File: src/logic/opv_pkg.sv
// package: constants and types of the one-pin voltage configuration receiver
package opv_pkg;

    // ------------------------------------------------------------------
    // timing
    // ------------------------------------------------------------------
    localparam int CLK_PERIOD_NS = 8;
    localparam int PS_DELAY_US = 520;   // power_save_delay, longest
    localparam int ACK_PULSE_US = 520;  // ack_pulse_time, longest
    localparam int ACK_VALID_US = 10;   // ack_valid_delay
    // longest times round down to whole cycles
    localparam int PS_DELAY_CYC = PS_DELAY_US * 1000 / CLK_PERIOD_NS;
    localparam int ACK_PULSE_CYC = ACK_PULSE_US * 1000 / CLK_PERIOD_NS;
    localparam int ACK_VALID_CYC = ACK_VALID_US * 1000 / CLK_PERIOD_NS;
    localparam int TMR_W = 17;          // timeout and ack counters
    localparam int CNT_W = 18;          // phase counters, saturate after 2.1 ms per phase

    // ------------------------------------------------------------------
    // frame layout
    // ------------------------------------------------------------------
    localparam logic [7:0] DEV_ADDR = 8'h4E;
    localparam logic [3:0] ADDR_LAST_BIT = 4'h7;
    localparam logic [3:0] FRAME_LAST_BIT = 4'hF;
    localparam int ACK_REQ_POS = 7;
    localparam int SEL_HI_POS = 6;
    localparam int SEL_LO_POS = 5;
    localparam int CODE_HI_POS = 4;
    localparam logic [1:0] SEL_CONV1 = 2'h1;
    localparam logic [1:0] SEL_CONV2 = 2'h2;
    localparam logic [4:0] CODE_RESET = 5'h00;
    localparam logic [4:0] CODE_DEFAULT = 5'h00;

    // ------------------------------------------------------------------
    // converter 1 target table: base plus step per code
    // ------------------------------------------------------------------
    localparam int MV_W = 11;
    localparam logic [MV_W-1:0] VOLT_BASE_MV = 11'h320;  // 800 mV
    localparam logic [MV_W-1:0] VOLT_STEP_MV = 11'h019;  // 25 mV

    typedef enum logic [2:0] {
        OPV_IDLE = 3'b000,
        OPV_BIT = 3'b001,
        OPV_GAP = 3'b010,
        OPV_WAIT_ACK = 3'b011,
        OPV_ACK = 3'b100
    } opv_state_t;

endpackage

File: src/logic/opv_bit_if.sv
// interface: edge events to the bit measurer and bit decisions back
`timescale 1ns/1ps
interface opv_bit_if;
    logic fall;   // falling edge seen on the line
    logic rise;   // rising edge seen on the line
    logic first;  // this fall opens a byte, nothing to decide
    logic done;   // one-cycle pulse, a bit has ended
    logic value;  // decided bit value
    logic bad;    // neither ratio held
    modport ctrl (output fall, rise, first, input done, value, bad);
    modport meas (input fall, rise, first, output done, value, bad);
endinterface

File: src/logic/opv_bit_meas.sv
// bit measurer: times low and high phases and decides each bit
`timescale 1ns/1ps
module opv_bit_meas #(
    parameter int CNT_W = opv_pkg::CNT_W
) (
    // clock and reset
    input wire logic clk,
    input wire logic reset_n,
    // edge events in, decisions out
    opv_bit_if.meas ch
);
    import opv_pkg::*;

    logic [CNT_W-1:0] low_cnt_r;
    logic [CNT_W-1:0] high_cnt_r;
    logic in_high_r;
    logic is_one;
    logic is_zero;

    // ------------------------------------------------------------------
    // phase counters
    // ------------------------------------------------------------------
    // counts saturate so a very slow host cannot wrap into a wrong ratio
    always_ff @(posedge clk or negedge reset_n) begin
        if (!reset_n) begin
            low_cnt_r <= '0;
            high_cnt_r <= '0;
            in_high_r <= 1'b0;
        end else if (ch.fall) begin
            low_cnt_r <= '0;
            high_cnt_r <= '0;
            in_high_r <= 1'b0;
        end else if (ch.rise) begin
            in_high_r <= 1'b1;
        end else if (in_high_r) begin
            if (high_cnt_r != '1) high_cnt_r <= high_cnt_r + 1'b1;
        end else begin
            if (low_cnt_r != '1) low_cnt_r <= low_cnt_r + 1'b1;
        end
    end

    // ratio test: one needs high at least twice low, zero the reverse
    assign is_one = {1'b0, high_cnt_r} >= {low_cnt_r, 1'b0};
    assign is_zero = {1'b0, low_cnt_r} >= {high_cnt_r, 1'b0};

    // ------------------------------------------------------------------
    // decision, one cycle after the closing fall
    // ------------------------------------------------------------------
    always_ff @(posedge clk or negedge reset_n) begin
        if (!reset_n) begin
            ch.done <= 1'b0;
            ch.value <= 1'b0;
            ch.bad <= 1'b0;
        end else begin
            ch.done <= ch.fall & ~ch.first;
            ch.value <= is_one;
            ch.bad <= ~is_one & ~is_zero;
        end
    end
endmodule // opv_bit_meas

File: src/logic/opv_rx.sv
// top: mode/data pin receiver with mode select, frame decode and ack
`timescale 1ns/1ps
module opv_rx #(
    parameter int PS_DELAY_CYC = opv_pkg::PS_DELAY_CYC,
    parameter int ACK_PULSE_CYC = opv_pkg::ACK_PULSE_CYC,
    parameter int ACK_VALID_CYC = opv_pkg::ACK_VALID_CYC
) (
    // clock and reset
    input wire logic clk,
    input wire logic reset_n,
    // mode/data pin, open drain
    input wire logic line_in,
    output logic line_out,
    output logic line_oe,
    // converter mode control
    output logic forced_pwm,
    output logic power_save_en,
    // converter 1 setting
    output logic [4:0] conv1_code,
    output logic conv1_default_sel,
    output logic [opv_pkg::MV_W-1:0] conv1_target_mv,
    // converter 2 setting, code passed on raw
    output logic [4:0] conv2_code,
    // frame status pulses
    output logic frame_ok,
    output logic frame_err
);
    import opv_pkg::*;

    // converter 1 target in mV, zero when the external network rules
    function automatic logic [MV_W-1:0] opv_target_mv(input logic [4:0] c);
        if (c == CODE_DEFAULT) return '0;
        return VOLT_BASE_MV + VOLT_STEP_MV * {6'h00, c};
    endfunction

    opv_state_t state_r;
    logic line_prev_r;
    logic fall;
    logic rise;
    logic [TMR_W-1:0] low_cnt_r;
    logic [TMR_W-1:0] tmr_r;
    logic ack_phase;
    logic ps_hit;
    logic mode_pwm_r;
    logic [3:0] bit_cnt_r;
    logic [15:0] shift_r;
    logic [7:0] frame_data;
    logic byte1_end;
    logic frame_end;
    logic addr_ok;
    logic ack_req_r;

    opv_bit_if bit_ch ();

    // ------------------------------------------------------------------
    // edge detection and bit measurer
    // ------------------------------------------------------------------
    always_ff @(posedge clk or negedge reset_n) begin
        if (!reset_n) line_prev_r <= 1'b0;
        else line_prev_r <= line_in;
    end

    assign fall = line_prev_r & ~line_in;
    assign rise = ~line_prev_r & line_in;
    assign bit_ch.fall = fall;
    assign bit_ch.rise = rise;
    // a fall in idle or after a start opens a byte instead of ending a bit
    assign bit_ch.first = (state_r == OPV_IDLE) || (state_r == OPV_GAP);

    opv_bit_meas #(.CNT_W(CNT_W)) u_meas (
        .clk(clk),
        .reset_n(reset_n),
        .ch(bit_ch.meas)
    );

    // ------------------------------------------------------------------
    // low-time counter and mode selection
    // ------------------------------------------------------------------
    // our own ack pull, and the host hold before it, must not time out
    assign ack_phase = (state_r == OPV_WAIT_ACK) || (state_r == OPV_ACK);
    assign ps_hit = !line_in && !ack_phase
        && low_cnt_r == TMR_W'(PS_DELAY_CYC - 1);

    always_ff @(posedge clk or negedge reset_n) begin
        if (!reset_n) low_cnt_r <= '0;
        else if (line_in || ack_phase) low_cnt_r <= '0;
        else if (low_cnt_r != TMR_W'(PS_DELAY_CYC))
            low_cnt_r <= low_cnt_r + 1'b1;
    end

    // grounded pin at reset means power save until the line rises
    always_ff @(posedge clk or negedge reset_n) begin
        if (!reset_n) mode_pwm_r <= 1'b0;
        else if (line_in) mode_pwm_r <= 1'b1;
        else if (ps_hit) mode_pwm_r <= 1'b0;
    end

    // the raw line term makes the switch to fixed frequency immediate
    assign forced_pwm = line_in | mode_pwm_r
        | (state_r != OPV_IDLE);
    assign power_save_en = ~forced_pwm;

    // ------------------------------------------------------------------
    // frame receiver
    // ------------------------------------------------------------------
    assign frame_data = {shift_r[6:0], bit_ch.value};
    assign byte1_end = state_r == OPV_BIT && bit_ch.done && !bit_ch.bad
        && bit_cnt_r == ADDR_LAST_BIT;
    assign frame_end = state_r == OPV_BIT && bit_ch.done && !bit_ch.bad
        && bit_cnt_r == FRAME_LAST_BIT;
    // the last bit has not shifted in yet, so the address sits one lower
    assign addr_ok = shift_r[14:7] == DEV_ADDR;

    always_ff @(posedge clk or negedge reset_n) begin
        if (!reset_n) begin
            state_r <= OPV_IDLE;
            bit_cnt_r <= 4'h0;
            shift_r <= 16'h0000;
            tmr_r <= '0;
        end else begin
            case (state_r)
                OPV_IDLE: begin
                    bit_cnt_r <= 4'h0;
                    if (fall) state_r <= OPV_BIT;
                end
                OPV_BIT: begin
                    if (ps_hit || (bit_ch.done && bit_ch.bad)) begin
                        state_r <= OPV_IDLE;
                    end else if (bit_ch.done) begin
                        shift_r <= {shift_r[14:0], bit_ch.value};
                        bit_cnt_r <= bit_cnt_r + 4'h1;
                        if (byte1_end) begin
                            // misframed or foreign address: drop it
                            if (frame_data != DEV_ADDR)
                                state_r <= OPV_IDLE;
                            else
                                state_r <= OPV_GAP;
                        end else if (frame_end) begin
                            tmr_r <= '0;
                            if (addr_ok && frame_data[ACK_REQ_POS])
                                state_r <= OPV_WAIT_ACK;
                            else
                                state_r <= OPV_IDLE;
                        end
                    end
                end
                OPV_GAP: begin
                    // end-of-byte low, then start high; next fall opens byte
                    if (ps_hit) state_r <= OPV_IDLE;
                    else if (fall) state_r <= OPV_BIT;
                end
                OPV_WAIT_ACK: begin
                    if (tmr_r == TMR_W'(ACK_VALID_CYC - 1)) begin
                        tmr_r <= '0;
                        state_r <= OPV_ACK;
                    end else begin
                        tmr_r <= tmr_r + 1'b1;
                    end
                end
                OPV_ACK: begin
                    if (tmr_r == TMR_W'(ACK_PULSE_CYC - 1)) begin
                        tmr_r <= '0;
                        state_r <= OPV_IDLE;
                    end else begin
                        tmr_r <= tmr_r + 1'b1;
                    end
                end
                default: state_r <= OPV_IDLE;
            endcase
        end
    end

    // ------------------------------------------------------------------
    // register write and status
    // ------------------------------------------------------------------
    // select codes 00 and 11 are accepted but store no converter code
    always_ff @(posedge clk or negedge reset_n) begin
        if (!reset_n) begin
            conv1_code <= CODE_RESET;
            conv2_code <= CODE_RESET;
            ack_req_r <= 1'b0;
        end else if (frame_end && addr_ok) begin
            ack_req_r <= frame_data[ACK_REQ_POS];
            case (frame_data[SEL_HI_POS:SEL_LO_POS])
                SEL_CONV1: conv1_code <= frame_data[CODE_HI_POS:0];
                SEL_CONV2: conv2_code <= frame_data[CODE_HI_POS:0];
                default: ;
            endcase
        end
    end

    always_ff @(posedge clk or negedge reset_n) begin
        if (!reset_n) begin
            frame_ok <= 1'b0;
            frame_err <= 1'b0;
        end else begin
            frame_ok <= frame_end && addr_ok;
            frame_err <= (state_r == OPV_BIT || state_r == OPV_GAP)
                && (ps_hit || (bit_ch.done && bit_ch.bad)
                || (byte1_end && frame_data != DEV_ADDR));
        end
    end

    assign conv1_default_sel = conv1_code == CODE_DEFAULT;
    assign conv1_target_mv = opv_target_mv(conv1_code);
    // open drain: only ever pulls low, the host pull-up returns it high
    assign line_out = 1'b0;
    assign line_oe = state_r == OPV_ACK;
endmodule // opv_rx

File: config.mk
export PLATFORM = sky130hd
export DESIGN_NAME = opv_rx
export DESIGN_NICKNAME = d
export VERILOG_FILES = /design/src/logic/opv_pkg.sv /design/src/logic/opv_bit_if.sv /design/src/logic/opv_bit_meas.sv /design/src/logic/opv_rx.sv
export SDC_FILE = /design/constraint.sdc
export NUM_CORES = 1
export LEC_CHECK = 0
export BUFFER_PORTS_ARGS = -buffer_cell sky130_fd_sc_hd__buf_2
export CAP_MARGIN = 10
export CORE_ASPECT_RATIO = 0.5
export CORE_UTILIZATION = 30
export DETAILED_ROUTE_END_ITERATION = 7
export HOLD_SLACK_MARGIN = 0.1
export PLACE_DENSITY = 0.54
export SLEW_MARGIN = 15
export SYNTH_ARGS = -nofsm -noshare
export SYNTH_HDL_FRONTEND = slang
export SYNTH_HIERARCHICAL = 1
export SYNTH_SLANG_ARGS = --single-unit
File: constraint.sdc
create_clock -name clk -period 3.1 [get_ports clk]
set_input_delay 0.31 -clock clk [delete_from_list [all_inputs] [get_ports clk]]
set_output_delay 0.31 -clock clk [all_outputs]
set_load 0.01 [all_outputs]
# Word level (Yosys, flattened, before mapping)
# Index checks and enable logic that the tools add are counted.
[word_totals]
out_inout_bits = 28
inputBits = 3
register_bits = 110
elab_cells = 142
[classes]
bitwise_logic = 13
addsub = 6
n_reduce_logical = 39
muxes = 38
n_mul = 1
eq_ne = 26
order_cmp = 2
[op_table]
columns = ["operator", "count"]
rows = [
  ["$mux 18", 8],
  ["$mux 17", 8],
  ["$pmux 17 s3", 1],
  ["$ge 18x19->1", 2],
  ["$add 18x1->18 const B", 2],
  ["$ne 18x18->1 const B", 2],
  ["$add 17x1->17 const B", 2],
  ["$eq 17x16->1 const B", 2],
  ["$mux 3", 8],
  ["$mux 11", 2],
  ["$eq 17x11->1 const B", 1],
  ["$ne 17x16->1 const B", 1],
  ["$pmux 3 s5", 1],
  ["$reduce_bool 2->1", 7],
  ["$reduce_and 3->1", 4],
  ["$add 10x10->11 const A", 1],
  ["$logic_and 1x1->1", 11],
  ["$mul 5x5->10 const A", 1],
  ["$ne 2x1->1 const B", 5],
  ["$eq 8x7->1 const B", 1],
  ["$mux 4", 2],
  ["$ne 8x7->1 const B", 1],
  ["$pmux 4 s2", 1],
  ["$not 1->1", 7],
  ["23 further kinds", 44],
]

# Depth between registers and ports, before layout
[logic_depth]
ltp_word = 9
mapped_depth = 12
mapped_depth_nobuf = 12

# By module
# Netlist, hierarchy kept.
[modules_own_cells]
columns = ["mod", "cells_each", "instances", "area_each_um2", "seq_area_each_um2"]
rows = [
  ["opv_rx", 416, 1, 4103.9, 1751.7],
  ["opv_bit_meas", 323, 1, 2866.5, 1001.0],
]

# Worst setup path after synthesis
# OpenSTA, ideal clock, no wires.
[synth_timing]
path_kind = "reg-to-output"
from = "register conv1_code[0]"
to = "output conv1_target_mv[9] in the netlist's numbering"
arrival_time_ns = 2.548
n_path_buf = 0
required_ns = 2.790
path_slack_ns = 0.242
stages_incl_launch_ff = 13
cell_sequence = "dfrtp_1 -> inv_1 -> ha_1 -> ha_1 -> inv_1 -> fa_1 -> inv_1 -> ha_1 -> fa_1 -> a21oi_1 -> nor2b_1 -> xnor2_1 -> nor2_1"
[synth_via]
elab_chain_len = 3
elab_cells_between_ends = 5
cone_classes = "1 x add/sub; 1 x mul; 2 x mux; 1 x reduce/logical"
[synth_rtl]
columns = ["element", "line", "rtl"]
rows = [
  ["start, declared", "opv_rx.sv:19", "output logic [4:0] conv1_code,"],
  ["start signal, assigned", "opv_rx.sv:185", "SEL_CONV1: conv1_code <= frame_data[CODE_HI_POS:0];"],
  ["$mul 5x5->10 / $logic_not 5->1 (equally long branches)", "opv_rx.sv:33, opv_rx.sv:32", ""],
  ["$add 10x10->11 / $mux 1 (equally long branches)", "opv_rx.sv:33, opv_rx.sv:32", ""],
  ["$mux 11 (*)", "opv_rx.sv:33", "return VOLT_BASE_MV + VOLT_STEP_MV * {6'h00, c};"],
  ["end, declared", "opv_rx.sv:21", "output logic [opv_pkg::MV_W-1:0] conv1_target_mv,"],
]
# Every way passes the cells marked *; elsewhere a longest branch is shown, timed or not.

# Worst setup path after layout
[layout_timing]
from = "register conv1_code[1]"
to = "output conv1_target_mv[7] in the netlist's numbering"
# The elaborated chain is that of the path after synthesis.

==> impl_metrics.csv <==
group,metric,value,unit
run_status,outcome,"complete, but fails checks",
run_status,violations,"negative setup slack",
worst_setup_path,start_kind,"register",
yosys,syn_avg_cell_area,9.43,µm²
worst_setup_path,worstPathArrival,2.87,ns
cts,htreeDepth,3,
floorplanning,ioPinCount,31,
detailed_routing,viasPerCell,5.10,
floorplanning,die_w,218,µm
sta,setup_violations,3,
yosys,synthMuxAreaShare,4.92,%
worst_setup_path,cp.required,2.79,ns
layout,final_nets,840,
hold_path,hp-class,"input pin to register",
yosys,yosys.area_share.adder,11.1,%
worst_setup_path,crit_start,"conv1_code[1]",
layout,register_area,0.00275,mm²
yosys,synth_top_area_share,39.5,%
hold_path,min_from,"line_in",
yosys,synth.top_cells.by_count,"dfrtp_1, inv_1, nor2_1",
cts,clk_latency,0.36,ns
grt,antenna_found_initial,0,
run,maxCapViolCount,0,
worst_setup_path,end_kind,"primary output",
detailed_routing,wire_per_inst,14.6,µm
sta,slew_violations,0,
detailed_routing,finalWirelength,15800,µm
grt,grt_max_degree,57,
yosys,synth_top_family_by_area,"simple AND/OR/NAND/NOR gates",
placement,dp_hpwl,11500,µm
yosys,synth_seq_area_share,39.5,%
grt,grt_pass1_wl,26900,µm
floorplanning,die_h,110,µm
yosys,synth-compound-area-share,12.7,%
layout,antennaDiodeCount,0,
sta,worst_pin_slew,0.883,ns
worst_setup_path,timing.rr.start,"tmr_r[3]",
yosys,yosys.area_share.simple,22.3,%
sta,post-route-min-period,3.18,ns
layout,multi_input_area,0.00391,mm²
yosys,ys_ff_latch,110,
yosys,syn-num-nets,802,
grt,grtUsageTotal,14.1,%
yosys,netlist_instances,739,
worst_setup_path,cp_max_fo,2,
detailed_routing,ant_nets,0,
yosys,synth.distinct_cells,69,
detailed_routing,vias,5521,
sta,fmax,314,MHz
detailed_routing,dr.pass1.iters,4,
sta,layout_setup_ws,-0.0839,ns
placement,portBuffers,29,
yosys,synth_top_area_cell,"dfrtp_1",
yosys,synth_area,0.00697,mm²
pwr,vdd_drop_max,267,µV
yosys,synth_ff_type,"dfrtp_1",
yosys,synth_edf_count,0,
yosys,synth_area_leaders,"dfrtp_1, ha_1, inv_1",
sta,skew,0.00635,ns
layout,nFillCells,2217,
placement,dp.cells,1056,
detailed_routing,drc,0,
pwr,leakagePower,0.00354,µW
floorplanning,rows,38,
worst_setup_path,worstSetupPathType,"register to primary output",
layout,layout-drive-gt1-share,14.5,%
cts,numCtsBuffers,9,
layout,syn_to_final_growth,13.3,%
layout,layoutNonFillerInstCount,1082,
grt,gr-total-overflow,0,
floorplanning,initial_core_util,31.4,%
sta,relSlewSlack,40.6,%
yosys,synth_xor_area_share,4.27,%
placement,gp_congestion,0.868,
cts,cts_tree,"done",
pwr,powerDensity,513,mW/mm²
sta,rsz0062_at_grt,"true",
cts,clock_sinks,110,
cts,clkSlewWorstSetupHoldPaths,0.08,ns
sta,finalCritPeriodShare,103,%
floorplanning,die_area,0.0239,mm²
layout,utilization,35.6,%
yosys,synth_most_common_cell,"dfrtp_1",
floorplanning,core,0.0222,mm²
cts,clockBufferDepth,2,
sta,hold_viol,0,
yosys,synthArstFlopShare,100,%
yosys,yosysWarningCount,6,
grt,grt_pass1_vias,5349,
detailed_routing,drt_first_iter_violations,367,
cts,clockRootBuffer,"clkbuf_16",
## power breakdown
part / leakage, µW / switching [µW] / internal (µW) / total, µW
logic: 0.00198 / 534 / 457 / 991
clock network: 0.000146 / 590 / 591 / 1180
registers: 0.00142 / 252 / 1620 / 1880
## cell families (layout without fill, tap and decap cells)
logic type,after synthesis,after routing
other,1,1
multiplexers,29,29
AO/OA/AOI/OAI,138,138
buffers and inverters,85,128
AND/OR/NAND/NOR,282,282
XOR/XNOR,34,34
flip-flops,110,110
adder cells (fa/ha/maj),60,60
## metal layers
metal | part of all wire, % | GRT usage, % | vias to the layer above
met2 | 45 | 23.3 | 86
met5 | 0 | 0 | -
met4 | 0.59 | 3.62 | 0
li1 | - | - | 2745
met1 | 51 | 18.8 | 2685
met3 | 3.4 | 2.82 | 5
## state kept, by name (all words and copies together), names as in the netlist, 3 cells and up
signal,flops
shift_r,15
u_meas/low_cnt_r,18
conv2_code,5
bit_cnt_r,4
state_r,3
conv1_code,5
u_meas/high_cnt_r,18
low_cnt_r,17
tmr_r,17
## per-stage QoR
stage          hold slack, ns  setup slack (ns)  cell area [µm²]  total power (µW)  TNS [ns]
6_report                0.157           -0.0839             7900              4050    -0.142
3_3_place_gp            0.423             0.163             7460              2860         0
5_1_grt                 0.144            -0.203             7900              4330    -0.630
3_5_place_dp            0.423            0.0780             7460              2890         0
4_1_cts                 0.145           -0.0730             7870              4100   -0.0730
2_1_floorplan          0.0144             0.242             6970              2600         0
## what timing repair did
action                                  4_1_cts  5_1_grt
resized for setup                            13        0
hold buffers                                  1        0
buffers inserted                              6        3
endpoints found under the hold margin        55        0
endpoints found under the setup margin        5        3
pin swaps                                     7        9
cloned                                        0        0
## worst max-delay path, cell delays in order (launching register included)
cell,delay (ns)
dfrtp_1,0.39
inv_2,0.07
ha_4,0.26
ha_4,0.11
inv_2,0.03
fa_1,0.47
inv_1,0.04
ha_2,0.18
fa_2,0.35
buf_4,0.14
buf_4,0.12
xnor2_1,0.11
nor2_1,0.10
buf_2,0.14
## cells in the final DEF, fill, tap and decap left out, drive strengths merged, types with 4 or more instances in the layout
cell	synthesis	layout
o22ai	10	10
clkbuf	13	10
nand3	39	39
o21a	5	5
nand4b	4	4
and3	13	13
and4	10	10
a21oi	34	34
xor2	10	10
nand2b	4	4
nand4	19	19
o211ai	10	10
or4	11	11
mux2	24	24
buf	9	48
a211oi	11	11
ha	57	57
nor3	18	18
mux2i	5	5
nor2b	10	10
a21boi	4	4
dfrtp	110	110
nor2	62	62
inv	62	65
nor4	10	10
and2	7	7
o31ai	7	7
nand3b	4	4
nand2	44	44
a31oi	5	5
nor3b	4	4
or3	13	13
o2111ai	4	4
o21ai	33	33
xnor2	24	24
## worst paths after layout
kind / end / cells after the start / slack (ns)
worst max-delay path: conv1_target_mv[7] / 13 / -0.08
worst min-delay path: line_prev_r / 1 / 0.16
worst max register to register: tmr_r[9] / 6 / 0.68
worst min register to register: mode_pwm_r / 1 / 0.49
max in group asynchronous: tmr_r[3] / 3 / 1.78
min in group asynchronous: u_meas/low_cnt_r[8] / 2 / 0.54
## area by class of cell
class,count,area share (%)
Clock buffer,10,3.03
Clock inverter,6,0.808
Inverter,63,3.00
Multi-Input combinational cell,544,49.5
Sequential cell,110,34.9
Tap cell,300,4.75
Timing Repair Buffer,49,4.01
(Power assumes the default switching activity.)
